File: config.mk
export PLATFORM = sky130hd
export DESIGN_NAME = dbac_calc
export DESIGN_NICKNAME = d
export VERILOG_FILES = /design/src/dbac_calc.v
export VERILOG_INCLUDE_DIRS = /design/src
export SDC_FILE = /design/constraint.sdc
export NUM_CORES = 1
export LEC_CHECK = 0
export ABC_CLOCK_PERIOD_IN_PS = 8050
export BUFFER_PORTS_ARGS = -buffer_cell sky130_fd_sc_hd__buf_2
export CAP_MARGIN = 0
export CORE_UTILIZATION = 47
export DETAILED_ROUTE_END_ITERATION = 8
export HOLD_SLACK_MARGIN = 0.08
export SETUP_SLACK_MARGIN = 0.1
export SLEW_MARGIN = 20
export SYNTH_ARGS = -nofsm -noshare
export SYNTH_HDL_FRONTEND = slang
export SYNTH_SLANG_ARGS = --single-unit
File: constraint.sdc
create_clock -name pclk -period 8.05 [get_ports pclk]
set_input_delay 1.61 -clock pclk [delete_from_list [all_inputs] [get_ports pclk]]
set_output_delay 1.61 -clock pclk [all_outputs]
set_load 0.05 [all_outputs]
File: src/dbac_regs.vh
`ifndef DBAC_REGS_VH
`define DBAC_REGS_VH
// ----------------------------------------
// Register offsets
// ----------------------------------------
`define DBAC_OFF_SRC_END 12'h000
`define DBAC_OFF_DST_END 12'h004
`define DBAC_OFF_CTRL 12'h008
`define DBAC_OFF_BEATS 12'h00c
`define DBAC_OFF_CMD 12'h010
`define DBAC_OFF_STATUS 12'h014
`define DBAC_OFF_SRC_CUR 12'h018
`define DBAC_OFF_DST_CUR 12'h01c
// ----------------------------------------
// Control fields
// ----------------------------------------
`define DBAC_CTRL_SOURCE_INCREMENT_ON_BIT 0
`define DBAC_CTRL_DESTINATION_INCREMENT_ON_BIT 1
`define DBAC_CTRL_STEP_SIDE_SELECT_BIT 2
`define DBAC_CTRL_WIDTH_LSB 3
`define DBAC_CTRL_WIDTH_MSB 4
`define DBAC_CTRL_STEP_LSB 5
`define DBAC_CTRL_STEP_MSB 7
`define DBAC_CMD_START_BIT 0
`define DBAC_CMD_BEAT_BIT 1
`define DBAC_STAT_BUSY_BIT 0
`define DBAC_STAT_DONE_BIT 1
// ----------------------------------------
// Reset values
// ----------------------------------------
`define DBAC_RST_WORD 32'h00000000
`define DBAC_RST_CTRL 8'h00
`define DBAC_RST_BEATS 16'h0000
`endif

File: src/dbac_calc.v
`timescale 1ns/1ps
`include "dbac_regs.vh"

// Operation
// RQ1: The source end word is a full 32-bit field read and written by software.
// RQ2: With source increment off every source beat uses the stored source word.
// RQ3: With source increment on the offset is beats times bytes, scaled by two to the step when step select is one.
// RQ4: The destination end word is a full 32-bit field read and written by software.
// RQ5: With destination increment off every destination beat uses the stored destination word.
// RQ6: With destination increment on the offset is beats times bytes, scaled by two to the step when step select is zero.
// RQ7: The beat count in the offset is the programmed initial count, never the running count.
// RQ8: Bytes per beat are the width code plus one.
// RQ9: The step field scales the stride by a power of two on the side step select names.
// RQ10: Each side starts at its first-beat address and successive beats advance from it.
// RQ11: The first-beat address is the stored end value minus the offset, then it advances one stride per beat.
module dbac_calc (
  input wire pclk,
  input wire presetn,
  input wire psel,
  input wire penable,
  input wire pwrite,
  input wire [11:0] paddr,
  input wire [31:0] pwdata,
  output wire [31:0] prdata,
  output wire pready,
  output wire pslverr,
  output wire [31:0] src_beat_addr,
  output wire [31:0] dst_beat_addr,
  output wire busy
);

  // ----------------------------------------
  // Walk states
  // ----------------------------------------
  localparam ST_IDLE = 1'b0;
  localparam ST_WALK = 1'b1;

  // ----------------------------------------
  // Registers
  // ----------------------------------------
  reg [31:0] src_end_q;
  reg [31:0] src_end_d;
  reg [31:0] dst_end_q;
  reg [31:0] dst_end_d;
  reg [7:0] ctrl_q;
  reg [7:0] ctrl_d;
  reg [15:0] beats_q;
  reg [15:0] beats_d;
  reg [15:0] left_q;
  reg [15:0] left_d;
  reg done_q;
  reg done_d;
  reg state_q;
  reg state_d;
  reg [31:0] src_cur_q;
  reg [31:0] src_cur_d;
  reg [31:0] dst_cur_q;
  reg [31:0] dst_cur_d;
  reg [31:0] prdata_q;
  reg [31:0] prdata_d;
  reg [31:0] rdata;
  reg hit;

  // ----------------------------------------
  // Bus decode
  // ----------------------------------------
  wire access;
  wire setup_rd;
  wire wr_en;
  wire idle;
  wire sel_src_end;
  wire sel_dst_end;
  wire sel_ctrl;
  wire sel_beats;
  wire sel_cmd;

  assign access = psel & penable;
  assign setup_rd = psel & ~penable & ~pwrite;
  assign wr_en = access & pwrite;
  assign idle = (state_q == ST_IDLE);
  assign sel_src_end = (paddr == `DBAC_OFF_SRC_END);
  assign sel_dst_end = (paddr == `DBAC_OFF_DST_END);
  assign sel_ctrl = (paddr == `DBAC_OFF_CTRL);
  assign sel_beats = (paddr == `DBAC_OFF_BEATS);
  assign sel_cmd = (paddr == `DBAC_OFF_CMD);

  // ----------------------------------------
  // Control fields
  // ----------------------------------------
  wire src_inc;
  wire dst_inc;
  wire step_sel;
  wire [1:0] width_code;
  wire [2:0] step_exp;

  assign src_inc = ctrl_q[`DBAC_CTRL_SOURCE_INCREMENT_ON_BIT];
  assign dst_inc = ctrl_q[`DBAC_CTRL_DESTINATION_INCREMENT_ON_BIT];
  assign step_sel = ctrl_q[`DBAC_CTRL_STEP_SIDE_SELECT_BIT];
  assign width_code = ctrl_q[`DBAC_CTRL_WIDTH_MSB:`DBAC_CTRL_WIDTH_LSB];
  assign step_exp = ctrl_q[`DBAC_CTRL_STEP_MSB:`DBAC_CTRL_STEP_LSB];

  // ----------------------------------------
  // Stride and offset
  // ----------------------------------------
  wire [2:0] bytes_per_beat;
  wire [31:0] base_stride;
  wire [31:0] scaled_stride;
  wire [31:0] src_stride;
  wire [31:0] dst_stride;
  wire [31:0] beats_w;
  wire [63:0] src_prod;
  wire [63:0] dst_prod;
  wire [31:0] src_off;
  wire [31:0] dst_off;
  wire [31:0] src_first;
  wire [31:0] dst_first;
  wire start_wr;
  wire beat_wr;
  wire last_beat;

  // RQ8: bytes per beat
  assign bytes_per_beat = {1'b0, width_code} + 3'h1;
  assign base_stride = {29'h0, bytes_per_beat};
  // RQ9: power-of-two step
  assign scaled_stride = base_stride << step_exp;
  // RQ3: source scaled when one
  assign src_stride = step_sel ? scaled_stride : base_stride;
  // RQ6: destination scaled when zero
  assign dst_stride = step_sel ? base_stride : scaled_stride;
  // RQ7: initial programmed count
  assign beats_w = {16'h0000, beats_q};
  assign src_prod = beats_w * src_stride;
  assign dst_prod = beats_w * dst_stride;
  assign src_off = src_prod[31:0];
  assign dst_off = dst_prod[31:0];
  // RQ2: fixed source address
  // RQ11: recover source first beat
  assign src_first = src_inc ? (src_end_q - src_off) : src_end_q;
  // RQ5: fixed destination address
  // RQ11: recover destination first beat
  assign dst_first = dst_inc ? (dst_end_q - dst_off) : dst_end_q;
  assign start_wr = wr_en & sel_cmd & pwdata[`DBAC_CMD_START_BIT];
  assign beat_wr = wr_en & sel_cmd & pwdata[`DBAC_CMD_BEAT_BIT];
  assign last_beat = (left_q == 16'h0001);

  // ----------------------------------------
  // Descriptor next value
  // ----------------------------------------
  always @*
  begin
    src_end_d = src_end_q;
    dst_end_d = dst_end_q;
    ctrl_d = ctrl_q;
    beats_d = beats_q;
    if (wr_en && idle)
    begin
      // RQ1: source word write
      if (sel_src_end)
      begin
        src_end_d = pwdata;
      end
      // RQ4: destination word write
      if (sel_dst_end)
      begin
        dst_end_d = pwdata;
      end
      if (sel_ctrl)
      begin
        ctrl_d = pwdata[7:0];
      end
      if (sel_beats)
      begin
        beats_d = pwdata[15:0];
      end
    end
  end

  // ----------------------------------------
  // Descriptor storage
  // ----------------------------------------
  always @(posedge pclk or negedge presetn)
  begin
    if (!presetn)
    begin
      src_end_q <= `DBAC_RST_WORD;
      dst_end_q <= `DBAC_RST_WORD;
      ctrl_q <= `DBAC_RST_CTRL;
      beats_q <= `DBAC_RST_BEATS;
    end
    else
    begin
      src_end_q <= src_end_d;
      dst_end_q <= dst_end_d;
      ctrl_q <= ctrl_d;
      beats_q <= beats_d;
    end
  end

  // ----------------------------------------
  // Beat walk next value
  // ----------------------------------------
  always @*
  begin
    state_d = state_q;
    left_d = left_q;
    done_d = done_q;
    src_cur_d = src_cur_q;
    dst_cur_d = dst_cur_q;
    case (state_q)
      ST_IDLE:
      begin
        if (start_wr)
        begin
          src_cur_d = src_first;
          dst_cur_d = dst_first;
          left_d = beats_q;
          done_d = (beats_q == 16'h0000);
          if (beats_q != 16'h0000)
          begin
            state_d = ST_WALK;
          end
        end
      end
      ST_WALK:
      begin
        if (beat_wr)
        begin
          // RQ10: advance from first beat
          if (src_inc)
          begin
            src_cur_d = src_cur_q + src_stride;
          end
          if (dst_inc)
          begin
            dst_cur_d = dst_cur_q + dst_stride;
          end
          left_d = left_q - 16'h0001;
          if (last_beat)
          begin
            state_d = ST_IDLE;
            done_d = 1'b1;
          end
        end
      end
      default:
      begin
        state_d = ST_IDLE;
      end
    endcase
  end

  // ----------------------------------------
  // Beat walk storage
  // ----------------------------------------
  always @(posedge pclk or negedge presetn)
  begin
    if (!presetn)
    begin
      state_q <= ST_IDLE;
      left_q <= `DBAC_RST_BEATS;
      done_q <= 1'b0;
      src_cur_q <= `DBAC_RST_WORD;
      dst_cur_q <= `DBAC_RST_WORD;
    end
    else
    begin
      state_q <= state_d;
      left_q <= left_d;
      done_q <= done_d;
      src_cur_q <= src_cur_d;
      dst_cur_q <= dst_cur_d;
    end
  end

  // ----------------------------------------
  // APB read mux
  // ----------------------------------------
  always @*
  begin
    rdata = 32'h00000000;
    hit = 1'b1;
    case (paddr)
      `DBAC_OFF_SRC_END: rdata = src_end_q;
      `DBAC_OFF_DST_END: rdata = dst_end_q;
      `DBAC_OFF_CTRL: rdata = {24'h000000, ctrl_q};
      `DBAC_OFF_BEATS: rdata = {16'h0000, beats_q};
      `DBAC_OFF_CMD: rdata = 32'h00000000;
      `DBAC_OFF_STATUS: rdata = {left_q, 14'h0000, done_q, busy};
      `DBAC_OFF_SRC_CUR: rdata = src_cur_q;
      `DBAC_OFF_DST_CUR: rdata = dst_cur_q;
      default:
      begin
        rdata = 32'h00000000;
        hit = 1'b0;
      end
    endcase
  end

  // ----------------------------------------
  // Read data register
  // ----------------------------------------
  always @*
  begin
    prdata_d = 32'h00000000;
    if (setup_rd)
    begin
      prdata_d = rdata;
    end
  end

  always @(posedge pclk or negedge presetn)
  begin
    if (!presetn)
    begin
      prdata_q <= `DBAC_RST_WORD;
    end
    else
    begin
      prdata_q <= prdata_d;
    end
  end

  // ----------------------------------------
  // Outputs
  // ----------------------------------------
  assign prdata = prdata_q;
  assign pready = 1'b1;
  assign pslverr = access & ~hit;
  assign src_beat_addr = src_cur_q;
  assign dst_beat_addr = dst_cur_q;
  assign busy = (state_q == ST_WALK);

endmodule

==> reports/results.ini, run 1 <==
[power]
p_per_area_mw_per_mm2=85.9
vdd_drop_max_mv=0.146
p_total_w=0.00249
p_leak_nw=13.7

[clock_tree]
root_buffer=clkbuf_16
cts-resized-gates=1
cts.path.max_buffers=3
cts_max_level=1
numCtsBuffers=28
clkSlewWorstSetupHoldPaths_ns=0.06
cts_tree=done
clock_sinks=202
clock_latency_ns=0.61
cts-hold-fix-buffers=0
cts_setup_buffers=0

[synthesis]
synth_top_area_share=0.212
synth_cells=3064
synthArstFlopShare=1.00
synth_ff_type=dfrtp_1
syn_area_mm2=0.0262
ys_types=93
seq_area_frac_synth=0.193
avgSynthCellArea_um2=8.56
yosys_warnings=0
yosysMostFrequentCell=inv_1
yosysTopAreaCell=fa_1
synth_area_leaders=fa_1 (21%), dfrtp_1 (19%), ha_1 (11%)
synth_edf_count=0
synth_common_cells=inv_1 (482), nand2_1 (302), fa_1 (278)
ys_ff_latch=202
postSynthNetCount=3624

[sta]
min_period_ns=7.66
finalCritPeriodShare=0.951
fin_skew_ns=0.0304
final-hold-violation-count=0
worst_pin_slew_ns=1.21
rsz0062_at_grt=true
setup_slack_ns=0.391
setup_viol=0
setup_tns_ns=0
max_slew_margin=0.188
slew_violations=0
fmax_ghz=0.131

[cells_and_area]
fin_nets=3711
layout.cells.non_filler=3924
fill_cells=5301
area_growth_pct=10.4
final-seq-area_mm2=0.00506
drive_above_1_share=0.118
multi_input_area_mm2=0.0188
utilization=0.526

[die]
num_rows=86
die_w_um=238
die_area_mm2=0.0568
coreArea_mm2=0.0551
initial_core_util=0.476
boundaryPins=148
die_y_um=238

[global_route]
antenna_found_initial=6
grt_pass1_vias=23200
gr-total-overflow=0
grt_max_degree=73
grt_pass1_wl_mm=145
grt_use_total=0.339

[placement]
numPortBuffers=146
gp_congestion=1.02
pre_cts_ws_ns=0.133
post-dp-hpwl_mm=74.2
placed_cells=3868

[worst_setup_path]
cp_data_arrival_time_ns=8.14
cp.required_ns=8.53
r2r-start=ctrl_q[3]
critPathCaptureType=flop
rr_endpoint=src_beat_addr[30]
r2r_cells=24
critical_path_class=flop to flop
worst-path-max-fanout=8
start_kind=flop
rrSetupSlack_ns=0.39

[drt]
drc=0
dr_wl_met3_mm=8.86
drt-met1-wl_mm=40.4
drt-pass1-iter-count=8
route.met2.wl_mm=42.1
drt_first_iter_violations=1995
finalWirelength_mm=95.2
via_per_inst=5.92
top_layer=met5
ant_nets=0
wl_per_cell_um=24.3
num_vias=23200

[worst_hold_path]
hold_end=ctrl_q[4]
whs_path_depth=1
min_path_type=flop to flop
worstHoldStart=ctrl_q[4]

[status]
status=finished, final reports clean

[run]
maxCapViolations=0

state kept, by name, indices dropped and copies added (netlist names):
signal         flops
left_q            16
src_beat_addr     32
done_q             1
beats_q           16
ctrl_q             8
busy               1
dst_end_q         32
prdata            32
dst_beat_addr     32
src_end_q         32
layer usage:
metal,vias to the layer above,track usage
met3,186,0.0587
met4,2,0.125
li1,10400,-
met5,-,0
met2,1143,0.519
met1,11500,0.480
worst max-delay path, stage by stage (launching register included):
cell,delay [ns]
dfrtp_1,0.45
ha_1,0.37
mux2_2,0.17
o21ai_0,0.10
nor2_1,0.46
buf_4,0.33
buf_4,0.16
nand2_1,0.07
fa_1,0.53
fa_1,0.58
fa_1,0.43
fa_1,0.50
inv_1,0.06
fa_1,0.49
inv_1,0.05
fa_1,0.44
ha_1,0.37
or4_1,0.56
a31oi_1,0.19
nand3_1,0.22
o31ai_2,0.36
o22ai_1,0.19
o22a_1,0.23
mux2i_1,0.15
a21oi_1,0.08
cell usage in the layout, fill, tap and decap left out, drive strengths merged, types with 10 or more instances in the layout:
cell type,netlist,final
and4,10,10
buf,28,219
and2,187,187
nand3,61,61
mux2,50,50
nand4,18,18
inv,483,483
nand2,303,303
ha,233,233
o21a,28,28
a222oi,24,24
fa,278,278
a21o,40,40
a21oi,160,160
o21ai,183,183
a31oi,27,27
o31ai,16,16
a211oi,26,26
and3,52,52
clkbuf,134,39
nor4,17,17
o22ai,28,28
a22o,21,21
xor2,22,22
dfrtp,202,202
nor3,34,34
a22oi,34,34
xnor2,39,39
mux2i,29,29
nand2b,20,20
nor2,152,152
final cells by class:
cell class                      instances  area share
Tap cell                              748      0.0323
Clock inverter                         13     0.00756
Antenna cell                            3    0.000259
Multi-Input combinational cell       2215       0.650
Inverter                              485      0.0629
Clock buffer                           39      0.0280
Timing Repair Buffer                  219      0.0448
Sequential cell                       202       0.175
worst max-delay path by stage:
stage | from | cells past startpoint | endpoint | slack, ns
floorplan | ctrl_q[3] | 26 | src_beat_addr[27] | 1.08
global placement | ctrl_q[3] | 27 | dst_beat_addr[18] | 0.15
detailed placement | ctrl_q[3] | 27 | dst_beat_addr[18] | 0.13
CTS | ctrl_q[3] | 24 | src_beat_addr[30] | 0.30
global route | ctrl_q[3] | 27 | src_beat_addr[30] | 0.04
finish | ctrl_q[3] | 24 | src_beat_addr[30] | 0.39
metrics by stage:
| stage | area [µm²] | hold WS [ns] |
|---|---|---|
| detailed placement | 27900 | 0.539 |
| CTS | 28900 | 0.551 |
| global placement | 27900 | 0.533 |
| finish | 29000 | 0.548 |
| floorplan | 26200 | 0.508 |
| global route | 29000 | 0.577 |
power by group:
group,internal [W],switching (W),leakage [nW],total [W]
clock,0.000864,0.000536,0.502,0.00140
combinational,0.0000168,0.0000545,10.7,0.0000713
sequential,0.00102,0.000000268,2.51,0.00102
total,0.00190,0.000591,13.7,0.00249
kinds of logic (layout without fill, tap and decap cells):
group,Yosys count,count (layout),synth area share
simple gates,893,893,0.172
compound gates,670,670,0.165
buf+inv,647,756,0.0944
fa+ha+maj,511,511,0.323
flops,202,202,0.193
mux,79,79,0.0325
xor+xnor,61,61,0.0207
other cells,1,4,0.000143
Power figures use the tool's default switching activity.
==> run 2, diff against run 1 <==
CORE_ASPECT_RATIO = 1.4   (was unset)
HOLD_SLACK_MARGIN = unset   (was 0.08)
==> run 2 against run 1 <==
Worst hold slack improved by 0.026 ns. Clock skew fell by 0.013 ns. Wire length rose by 3.4%. Global-route usage rose by 0.74 points. Non-clock buffer count fell by 9. Register-to-register slack improved by 0.10 ns. Design area fell by 0.93%.
==> reports/results.ini, run 2 (synthesis results as in run 1) <==
[die]
initial_core_util=0.475  ; -0.00144
die_w_um=202  ; -15%
num_rows=102  ; +19%
die_area_mm2=0.0568  ; about the same
boundaryPins=148  ; unchanged
coreArea_mm2=0.0553  ; +0.30%
die_y_um=282  ; +18%

[worst_setup_path]
path_buf_inv=5  ; +1
critical_path_class=flop to flop
slowest_delay_ns=0.55  ; -0.03 ns
critical-path-top-delay-family=adder cells
cp_common_cell=fa_1
critPathCaptureType=flop
r2r_cells=28  ; +17%
worst-path-max-fanout=17  ; +9
startpoint=ctrl_q[3]
r2r-start=ctrl_q[3]
cp_slowest_cell=fa_1
cp_data_arrival_time_ns=7.97  ; -0.17 ns
start_kind=flop
worst-path-stages=28  ; +17%
cp.required_ns=8.46  ; -0.07 ns

[cells_and_area]
multi_input_area_mm2=0.0188  ; -0.30%
fill_cells=5296  ; -0.094%
drive_above_1_share=0.115  ; -0.00331
layout_commonest_cell=inv_1
final-seq-area_mm2=0.00506  ; about the same
fin_nets=3700  ; -0.30%
area_growth_pct=9.40
layout_common_cells=inv_1 (482), nand2_1 (302), fa_1 (278)

[clock_tree]
cts_setup_buffers=0  ; unchanged
clock_sinks=202  ; unchanged
root_buffer=clkbuf_16
cts_tree=done
cts.path.max_buffers=3  ; unchanged
numCtsBuffers=26  ; -7.1%
clkSlewWorstSetupHoldPaths_ns=0.07  ; about the same
cts-resized-gates=0  ; -1
cts-hold-fix-buffers=0  ; unchanged
cts_max_level=1  ; unchanged
clock_latency_ns=0.57  ; -0.04 ns

[run]
maxCapViolations=0  ; unchanged

[sta]
finalCritPeriodShare=0.939  ; -0.0125
setup_tns_ns=0  ; unchanged
max_slew_margin=0.225  ; +0.0375
setup_viol=0  ; unchanged
fmax_ghz=0.132  ; +1.3%
rsz0062_at_grt=true
fin_skew_ns=0.0173  ; -0.0132 ns
setup_slack_ns=0.492  ; +0.101 ns
min_period_ns=7.56  ; -0.101 ns
worst_pin_slew_ns=1.16  ; -0.0560 ns
final-hold-violation-count=0  ; unchanged
slew_violations=0  ; unchanged

[global_route]
grt_pass1_wl_mm=147  ; +1.5%
grt_max_degree=85  ; +16%
antenna_found_initial=3  ; -3
grt_use_total=0.346  ; +0.00740
grt_pass1_vias=23500  ; +1.5%
gr-total-overflow=0  ; unchanged

[placement]
post-dp-hpwl_mm=76.7  ; +3.4%
gp_congestion=0.964  ; -5.9%
pre_cts_ws_ns=0.332  ; +0.200 ns
numPortBuffers=146  ; unchanged

[drt]
ant_nets=0  ; unchanged
via_per_inst=6.03  ; +1.9%
drt_first_iter_violations=2336  ; +17%
wl_per_cell_um=25.3  ; +4.3%
drt-pass1-iter-count=9  ; +1
num_vias=23500  ; +1.0%
drc=0  ; unchanged
finalWirelength_mm=98.4  ; +3.4%

[status]
status=finished, final reports clean

[power]
p_per_area_mw_per_mm2=82.5  ; -3.9%
vdd_drop_max_mv=0.110  ; -25%
p_leak_nw=13.6  ; -0.77%

[worst_hold_path]
whs_path_depth=1  ; unchanged
worstHoldStart=ctrl_q[4]
min_path_type=flop to flop

run 2: cell type report:
type | count | share of cell area
clock buffer | 32 | 0.0256
inverter | 485 | 0.0634
multi-input combinational | 2215 | 0.654
tap | 728 | 0.0317
sequential | 202 | 0.176
clock inverter | 16 | 0.00650
antenna | 1 | 0.0000872
timing repair buffer | 210 | 0.0426
run 2: power by group:
part	internal (W)	leakage (nW)	switching (W)
registers	0.00101	2.51	0.000000276
logic	0.0000169	10.6	0.0000576
clock network	0.000727	0.446	0.000550
run 2: routing by layer:
layer	global-route usage	part of all wire
met1	0.428	0.39
met2	0.586	0.48
met3	0.0473	0.076
met4	0.187	0.062
met5	0	0.00034
run 2: per-stage QoR:
stage               instances  utilization  hold WS [ns]  power, W  instance area (µm²)
floorplan                3064            -         0.508   0.00105                26200
finish                   3889        0.519         0.573   0.00237                28700
global placement         3840        0.502         0.526   0.00111                27800
CTS                      3888        0.519         0.566   0.00238                28700
detailed placement       3840        0.502         0.551   0.00111                27800
global route             3888        0.519         0.577   0.00242                28700
run 2: final timing paths:
| check | slack (ns) | endpoint |
|---|---|---|
| worst max-delay path | 0.49 | src_beat_addr[27] |
| worst min register to register | 0.57 | ctrl_q[4] |
| worst min-delay path | 0.57 | ctrl_q[4] |
| min in group asynchronous | 1.05 | src_beat_addr[29] |
| worst max register to register | 0.49 | src_beat_addr[27] |
| max in group asynchronous | 5.49 | beats_q[9] |
